$ cat src/logic/tsop_consts.vh
// Constants for the transport stream output port
`ifndef TSOP_CONSTS_VH
`define TSOP_CONSTS_VH
`define TSOP_PKT_LEN         8'hbc
`define TSOP_DIV_DEFAULT     8'h10
`define TSOP_FAIL_SEL_BIT    7
`define TSOP_MONITOR_CONTROL_REG_ADDR   8'h67
`define TSOP_MONITOR_CONTROL_REG_RESET  8'h00
`define TSOP_OP_CTRL_ADDR    8'h60
`define TSOP_FEC_SETUP_ADDR  8'h61
`define TSOP_EXT_CLK_BIT     7
`endif

$ cat src/logic/tsop_port.v
// Transport stream output port with event request line
//
// Behaviour
// [RL1] Event request goes low while any enabled event is pending.
// [RL2] Request returns high only after every pending status register was read.
// [RL3] Byte clock output completes one cycle, falling then rising, per output byte slot.
// [RL4] Packet bytes appear whole on the eight-bit output bus.
// [RL5] Float input high tri-states data and clock; low drives them.
// [RL6] Byte valid is high exactly in slots carrying a real byte.
// [RL7] Packet start is high only on the first byte of a packet.
// [RL8] Fail output shows uncorrectable block or signal loss, by select bit.
// [RL9] External byte clock used only when both mode bits are set.
// [RL10] Fail select sits in bit 7 of monitor control, reset zero.
// [RL11] Stream data, flag and fail outputs change on the falling byte clock edge only.
`timescale 1ns/1ps
`default_nettype none
`include "tsop_consts.vh"

module tsop_port #(
   parameter       NUM_STAT = 4,
   parameter [7:0] DIV      = `TSOP_DIV_DEFAULT
) (
   input  wire                i_clk,
   input  wire                i_reset_n,
   input  wire [7:0]          i_byte,
   input  wire                i_byte_valid,
   input  wire                i_byte_first,
   output reg                 o_byte_ready,
   input  wire                i_uncorrectable,
   input  wire                i_signal_lost,
   input  wire                i_cfg_wr,
   input  wire [7:0]          i_cfg_addr,
   input  wire [7:0]          i_cfg_data,
   input  wire [NUM_STAT-1:0] i_event,
   input  wire [NUM_STAT-1:0] i_event_enable,
   input  wire [NUM_STAT-1:0] i_stat_read,
   input  wire                i_ext_byte_clock_in,
   input  wire                i_output_float_ctl,
   output reg                 o_event_request_n,
   output reg                 o_event_request_n_oe,
   output reg [7:0]           o_packet_byte_bus,
   output reg                 o_packet_byte_bus_oe,
   output reg                 o_packet_byte_clock_out,
   output reg                 o_packet_byte_clock_out_oe,
   output reg                 o_byte_valid_flag,
   output reg                 o_packet_start_flag,
   output reg                 o_block_fail_n,
   output reg                 o_ctl_oe,
   output reg [7:0]           o_monitor_control_reg
);

   //------------------------------------------------------------
   // Configuration bits
   //------------------------------------------------------------
   reg       op_ext;
   reg       fec_ext;
   // Only the three addresses below are decoded; any other write is
   // ignored, so a stray address cannot disturb the stream.
   always @(posedge i_clk) begin
      if (!i_reset_n) begin
         o_monitor_control_reg <= `TSOP_MONITOR_CONTROL_REG_RESET; // [RL10]
         op_ext                <= 1'b0;
         fec_ext               <= 1'b0;
      end else if (i_cfg_wr) begin
         if (i_cfg_addr == `TSOP_MONITOR_CONTROL_REG_ADDR) begin
            o_monitor_control_reg <= i_cfg_data; // [RL10]
         end else if (i_cfg_addr == `TSOP_OP_CTRL_ADDR) begin
            op_ext <= i_cfg_data[`TSOP_EXT_CLK_BIT];
         end else if (i_cfg_addr == `TSOP_FEC_SETUP_ADDR) begin
            fec_ext <= i_cfg_data[`TSOP_EXT_CLK_BIT];
         end
      end
   end
   wire use_ext = op_ext & fec_ext; // [RL9]

   //------------------------------------------------------------
   // Event request
   //------------------------------------------------------------
   // Each status register holds its own pending bit; set wins, so an
   // event landing in the cycle of its read is never lost.
   reg [NUM_STAT-1:0] pending;
   reg [NUM_STAT-1:0] next_pending;
   reg [NUM_STAT-1:0] fresh;

   always @* begin
      fresh        = i_event & i_event_enable; // [RL1]
      next_pending = pending & ~i_stat_read;   // [RL2]
      next_pending = next_pending | fresh;
   end

   always @(posedge i_clk) begin
      if (!i_reset_n) begin
         pending              <= {NUM_STAT{1'b0}};
         o_event_request_n    <= 1'b1;
         o_event_request_n_oe <= 1'b0;
      end else begin
         pending              <= next_pending;
         // Line stays low until the last pending bit is read away
         o_event_request_n    <= ~(|pending); // [RL1] [RL2]
         // Open drain: the pin is only ever driven low
         o_event_request_n_oe <= |pending;
      end
   end

   //------------------------------------------------------------
   // Divider terminal count
   //------------------------------------------------------------
   // One place decides the wrap point, for the tick and the counter
   function div_last;
      input [7:0] count;
      input [7:0] limit;
      begin
         div_last = (count == limit - 8'h01);
      end
   endfunction

   //------------------------------------------------------------
   // Byte clock source
   //------------------------------------------------------------
   // External clock is sampled, so it must stay below a quarter rate.
   // Two flops settle the pin; the third only remembers the last level.
   reg [2:0] ext_sync;
   reg [7:0] div_cnt;
   reg       int_tick;
   wire      div_wrap = div_last(div_cnt, DIV);
   always @(posedge i_clk) begin
      if (!i_reset_n) begin
         ext_sync <= 3'h0;
         div_cnt  <= 8'h00;
         int_tick <= 1'b0;
      end else begin
         ext_sync <= {ext_sync[1:0], i_ext_byte_clock_in};
         int_tick <= div_wrap;
         div_cnt  <= div_wrap ? 8'h00 : div_cnt + 8'h01;
      end
   end
   wire ext_rise = ext_sync[1] & ~ext_sync[2];
   wire ext_fall = ~ext_sync[1] & ext_sync[2];

   // Half-period ticks: internal divider gives both phases alternately
   wire raw_tick = use_ext ? (o_packet_byte_clock_out ? ext_fall : ext_rise)
                           : int_tick; // [RL9]

   // A source change can bring two ticks on adjacent cycles; the guard
   // drops the second so no byte clock phase is ever one cycle long.
   reg  last_tick;
   wire tick = raw_tick & ~last_tick;
   always @(posedge i_clk) begin
      if (!i_reset_n) begin
         last_tick <= 1'b0;
      end else begin
         last_tick <= tick;
      end
   end

   //------------------------------------------------------------
   // Byte clock output
   //------------------------------------------------------------
   // Rising edge marks the middle of a slot, falling edge its start
   wire fall_now = tick & o_packet_byte_clock_out;
   always @(posedge i_clk) begin
      if (!i_reset_n) begin
         o_packet_byte_clock_out <= 1'b0;
      end else if (tick) begin
         o_packet_byte_clock_out <= ~o_packet_byte_clock_out; // [RL3]
      end
   end

   //------------------------------------------------------------
   // Output stage
   //------------------------------------------------------------
   // Every stream output is launched at the falling byte clock edge,
   // leaving half a slot of settling before the receiver samples.
   always @(posedge i_clk) begin
      if (!i_reset_n) begin
         o_packet_byte_bus   <= 8'h00;
         o_byte_valid_flag   <= 1'b0;
         o_packet_start_flag <= 1'b0;
         o_byte_ready        <= 1'b0;
      end else begin
         o_byte_ready <= 1'b0;
         if (fall_now) begin // [RL11]
            o_byte_ready        <= i_byte_valid;
            o_byte_valid_flag   <= i_byte_valid; // [RL6]
            o_packet_start_flag <= i_byte_valid & i_byte_first; // [RL7]
            // An empty slot leaves the bus at its last byte
            if (i_byte_valid) begin
               o_packet_byte_bus <= i_byte; // [RL4]
            end
         end
      end
   end

   //------------------------------------------------------------
   // Block failure indicator
   //------------------------------------------------------------
   // Cause is picked by the select bit and launched with the data, so
   // the receiver sees it aligned with the byte it belongs to.
   wire fail_cause = o_monitor_control_reg[`TSOP_FAIL_SEL_BIT] ?
                     i_signal_lost : i_uncorrectable; // [RL8]
   always @(posedge i_clk) begin
      if (!i_reset_n) begin
         o_block_fail_n <= 1'b1;
      end else if (fall_now) begin
         o_block_fail_n <= ~fail_cause; // [RL8] [RL11]
      end
   end

   //------------------------------------------------------------
   // Float control, synchronised
   //------------------------------------------------------------
   // Pins stay floated through reset until a settled level arrives;
   // the enable lags the float pin by three cycles.
   reg [1:0] float_sync;
   always @(posedge i_clk) begin
      if (!i_reset_n) begin
         float_sync                 <= 2'h3;
         o_packet_byte_bus_oe       <= 1'b0;
         o_packet_byte_clock_out_oe <= 1'b0;
         o_ctl_oe                   <= 1'b0;
      end else begin
         float_sync                 <= {float_sync[0], i_output_float_ctl};
         o_packet_byte_bus_oe       <= ~float_sync[1]; // [RL5]
         o_packet_byte_clock_out_oe <= ~float_sync[1]; // [RL5]
         o_ctl_oe                   <= ~float_sync[1]; // [RL5]
      end
   end

endmodule // tsop_port
`default_nettype wire

$ cat config.mk
export PLATFORM = sky130hd
export DESIGN_NAME = tsop_port
export DESIGN_NICKNAME = d
export VERILOG_FILES = /design/src/logic/tsop_port.v
export VERILOG_INCLUDE_DIRS = /design/src /design/src/logic
export SDC_FILE = /design/constraint.sdc
export NUM_CORES = 1
export LEC_CHECK = 0
export BUFFER_PORTS_ARGS = -buffer_cell sky130_fd_sc_hd__buf_2
export CELL_PAD_IN_SITES_DETAIL_PLACEMENT = 0
export CELL_PAD_IN_SITES_GLOBAL_PLACEMENT = 1
export CORE_MARGIN = 8
export CORE_UTILIZATION = 37
export DETAILED_ROUTE_END_ITERATION = 10
export PLACE_DENSITY = 0.85
export SLEW_MARGIN = 20
export SYNTH_ARGS = -nofsm -noshare
export SYNTH_HDL_FRONTEND = slang
export SYNTH_SLANG_ARGS = --single-unit
$ cat constraint.sdc
create_clock -name i_clk -period 1.9 [get_ports i_clk]
set_input_delay 0.095 -clock i_clk [delete_from_list [all_inputs] [get_ports i_clk]]
set_output_delay 0.095 -clock i_clk [all_outputs]
set_load 0.05 [all_outputs]
# [Word-level counts from Yosys, hierarchy flattened]
# Cells that the tools add are included.
[word_totals] elab_cells=53 register_bits=45
[classes] eq_ne=4 bitwise_logic=20 muxes=3 reduce_logical=7 n_addsub=1
[op_table] cell="equality test 8 x 7 -> 1 bit (second input constant)" n=3
[op_table] cell="NOT 1 bit" n=10
[op_table] cell="adder 8 x 1 -> 8 bit (second input constant)" n=1
[op_table] cell="bitwise AND 4 bit" n=2
[op_table] cell="equality test 8 x 4 -> 1 bit (second input constant)" n=1
[op_table] cell="bitwise AND 1 bit" n=6
[op_table] cell="AND reduction 2 bit" n=3
[op_table] cell="NOT 4 bit" n=1
[op_table] cell="bitwise OR 4 bit" n=1
[op_table] cell="AND reduction 4 bit" n=1
[op_table] cell="OR reduction 4 bit" n=1
[op_table] cell="two-way mux 1 bit" n=3
[op_table] cell="AND reduction 3 bit" n=1
[op_table] cell="OR reduction 2 bit" n=1

# [Logic depth before layout (Yosys ltp)]
[logic_depth] depth_word=7 mapped_depth=4 ltp_nobuf=4

# [Worst setup path before layout]
# Ideal clock, no wire load.
[synth_timing] kind="reg-to-reg" from="register o_packet_byte_clock_out" to="register o_packet_byte_bus[0]" t_required_ps=1828 setup_slack_ps=409 stages_incl_launch_ff=5 arrival_ps=1419 synth_period_minus_slack_ps=1491 setup_time_ps=72 cell_sequence="dfxtp_1 -> nand2b_1 -> a211oi_2 -> buf_6 -> mux2i_1"
[synth_via] elab_chain_cells=5
[synth_lines] element="from (decl)" line_no="tsop_port.v:43" text="output reg o_packet_byte_clock_out,"
[synth_lines] element="from (signal assigned)" line_no="tsop_port.v:165" text="o_packet_byte_clock_out <= ~o_packet_byte_clock_out;"
[synth_lines] element="two-way mux 1 bit (2 in series)" line_no="tsop_port.v:141" text="wire raw_tick = use_ext ? (o_packet_byte_clock_out ? ext_fall : ext_rise)"
[synth_lines] element="bitwise AND 1 bit" line_no="tsop_port.v:147" text="wire tick = raw_tick & ~last_tick;"
[synth_lines] element="bitwise AND 1 bit *" line_no="tsop_port.v:160" text="wire fall_now = tick & o_packet_byte_clock_out;"
[synth_lines] element="AND reduction 2 bit (no line) *"
[synth_lines] element="to (signal assigned)" line_no="tsop_port.v:188" text="o_packet_byte_bus <= i_byte;"
[synth_lines] element="to (decl)" line_no="tsop_port.v:41" text="output reg [7:0] o_packet_byte_bus,"
# Mark *: on every way between the ends. The rest lies on a longest branch, timed or not.
# A chain may end at the register's enable or synchronous reset.

# [Worst setup path after layout]
[layout_timing] from="register fec_ext" to="register o_packet_byte_bus[7]"
[layout_via] elab_chain_cells=5
[layout_lines] element="from (decl)" line_no="tsop_port.v:56" text="reg fec_ext;"
[layout_lines] element="from (signal assigned)" line_no="tsop_port.v:70" text="fec_ext <= i_cfg_data[`TSOP_EXT_CLK_BIT];"
[layout_lines] element="bitwise AND 1 bit" line_no="tsop_port.v:74" text="wire use_ext = op_ext & fec_ext;"
[layout_lines] element="two-way mux 1 bit" line_no="tsop_port.v:141"
[layout_lines] element="bitwise AND 1 bit" line_no="tsop_port.v:147"
[layout_lines] element="bitwise AND 1 bit" line_no="tsop_port.v:160"
[layout_lines] element="AND reduction 2 bit (no line)"
# No other way between the ends.

==> flow_summary.toml <==
[outcome]
status = "complete, no violations"

[setup_path]
worstPathMaxFanout = 9
critical_path_class = "flip-flop to flip-flop"
required_ns = 2.12
r2r_start = "fec_ext"
arrival_ns = 1.65
slowest_delay_ns = 0.41
end_kind = "flip-flop"
critPathSlowestCell = "dfxtp_1"
critPathLaunchType = "flip-flop"
r2r_end = "o_packet_byte_bus[7]"
crit_chain = "nand4b_1, a211oi_2, buf_4, mux2i_1"
rrSetupSlack_ns = 0.47
ff2ff_path_depth = 4

[sta]
tightestPinTransition_ns = 0.527
tns_ns = 0
finalMaxSlewViolations = 0
rsz0062_at_grt = "false"
fin_crit_ns = 1.43
setup_slack_ns = 0.470
clock.fmax_ghz = 0.699
period_share_pct = 75.3
hold_violations = 0
fin_skew_ns = 0.00753
max-slew-margin-rel_pct = 64.7
setup_viol = 0

[min_path]
worstHoldPathType = "input port to flip-flop"
hp-start = "i_cfg_data[3]"
holdPathEnd = "o_monitor_control_reg[3]"
hold_depth = 3

[synthesis]
syn-num-nets = 233
ys_seq_area_share_pct = 50.2
synth-seq-cells = 45
async_flop_share_pct = 0
synth_cells = 187
synth_cell_types = 43
synth_warnings = 0
synth-edff-count = 0
synth_ff_type = "dfxtp_1"
syn_avg_cell_area_um2 = 9.59
netlist_area_um2 = 1790

[cts]
clk_pin_slew_ns = 0.09
hold_buffers = 2
cts_buffers = 5
htreeDepth = 2
cts_sinks = 45
root_buffer = "clkbuf_8"
cts_tree = "yes"
clkLatencyLatePin_ns = 0.30
clk_path_buf_depth = 2
cts_resized = 0
post_cts_buffers = 0

[grt]
grt_pass1_vias = 1534
grt-ovfl-total = 0
grt_max_degree = 27
grt_pass1_wl_mm = 6.96
grt_usage_pct = 11.8
antenna_found_initial = 0

[power_and_ir_drop]
power_density_nw_per_um2 = 764
ir_drop_v = 0.000342
p_leak_uw = 0.000998

[die]
fp-row-count = 25
ios = 71
die_x_um = 85.6
start_util_pct = 38.2
die_area_um2 = 7330
core_area_um2 = 4690
chipHeight_um = 85.6

[drt]
antenna_left = 0
vias = 1531
drc = 0
wl_mm = 4.18
drtIter0Drc = 53
drt_first_pass_iters = 4
viasPerCell = 4.88
avgRoutedWirePerCell_um = 13.3

[cells_and_area]
fin_util_pct = 49.0
layout-drive-gt1-share_pct = 33.1
nets = 305
n_antenna_cell = 0
fin_area_um2 = 2300
syn_to_final_growth_pct = 28.1

[place]
post-place-ws_ns = 0.499
hpwlAfterDp_mm = 3.16
port_buffers = 70
place.gp.congestion = 0.710
place_area_um2 = 2180

[job]
drv_cap = 0
layout by cell type (no fill, tap or decap), types with 3 or more instances in the layout:
cell       n
nand3_1    4
o21ai_0    3
mux2i_1   18
dfxtp_1   45
clkbuf_8   7
nor2_1     5
inv_1      5
a21oi_1   10
or3_1      4
buf_2     70
nor4_1     3
and2_1     3
nand2_1   41
nand2b_1   8
cell usage after synthesis (2+ instances only):
cell / count / area [µm²]
dfxtp_1: 45 / 901
nor3_1: 2 / 10.0
buf_1: 4 / 15.0
a211oi_1: 2 / 15.0
or3_1: 4 / 25.0
inv_1: 5 / 18.8
buf_4: 2 / 15.0
a21oi_1: 10 / 50.1
nand2_1: 41 / 154
nor4_1: 3 / 18.8
nand2b_1: 8 / 50.1
o21ai_0: 3 / 15.0
mux2i_1: 18 / 180
and2_1: 3 / 18.8
nand4b_1: 2 / 17.5
nand3_1: 4 / 20.0
nor2_1: 5 / 18.8
layer usage:
| layer | vias to the layer above | wire length, µm | track usage, % |
|---|---|---|---|
| met5 | - | 0 | 0 |
| met4 | 0 | 87 | 6.37 |
| met3 | 7 | 250 | 3.82 |
| met2 | 35 | 2090 | 20.0 |
| met1 | 699 | 1760 | 12.6 |
| li1 | 790 | - | - |
area by class of cell:
class                           count  area, µm²
Multi-Input combinational cell    128        823
Inverter                            5       18.8
Timing Repair Buffer               74        385
Sequential cell                    45        901
Clock inverter                      1       5.00
Fill cell                         473       2390
Tap cell                           54       67.6
Clock buffer                        7       96.3
worst max-delay path by stage:
stage | slack, ns | end | startpoint | cells past startpoint
after detailed placement | 0.50 | div_cnt[6] | div_cnt[0] | 4
after global placement | 0.54 | div_cnt[6] | div_cnt[0] | 4
after CTS | 0.47 | o_packet_byte_bus[6] | fec_ext | 4
final | 0.47 | o_packet_byte_bus[7] | fec_ext | 4
after global routing | 0.34 | o_packet_byte_bus[5] | fec_ext | 4
after floorplan | 0.41 | o_packet_byte_bus[0] | o_packet_byte_clock_out | 4
through the flow:
step	hold slack (ns)	std cells	power, µW
2_1_floorplan	0.196	187	1070
3_3_place_gp	0.281	304	1130
3_5_place_dp	0.285	304	1140
4_1_cts	0.0221	314	1780
5_1_grt	0.0242	314	1840
6_report	0.0342	314	1750
where the power goes:
part           internal (µW)  total (µW)  switching (µW)
logic                   64.9         142            76.6
registers                961         973            11.7
clock network            329         640             311
total                   1350        1750             399
worst max-delay path: cells and delay by family, from the launching register on:
family,cells,cell delay (ns)
flip-flops,1,0.41
AO/OA/AOI/OAI,1,0.28
AND/OR/NAND/NOR,1,0.23
buffers and inverters,1,0.23
multiplexers,1,0.20
cells by family (layout without fill, tap and decap cells):
kind of cell | Yosys count | count (layout) | share of synthesized area, %
AND/OR/NAND/NOR | 79 | 79 | 23.2
multiplexers | 19 | 19 | 10.7
flip-flops | 45 | 45 | 50.2
XOR/XNOR | 1 | 1 | 0.489
AO/OA/AOI/OAI | 28 | 28 | 10.9
buffers and inverters | 14 | 87 | 3.84
adder cells (fa/ha/maj) | 1 | 1 | 0.698
Note: power is estimated with default switching activity, not from simulation.
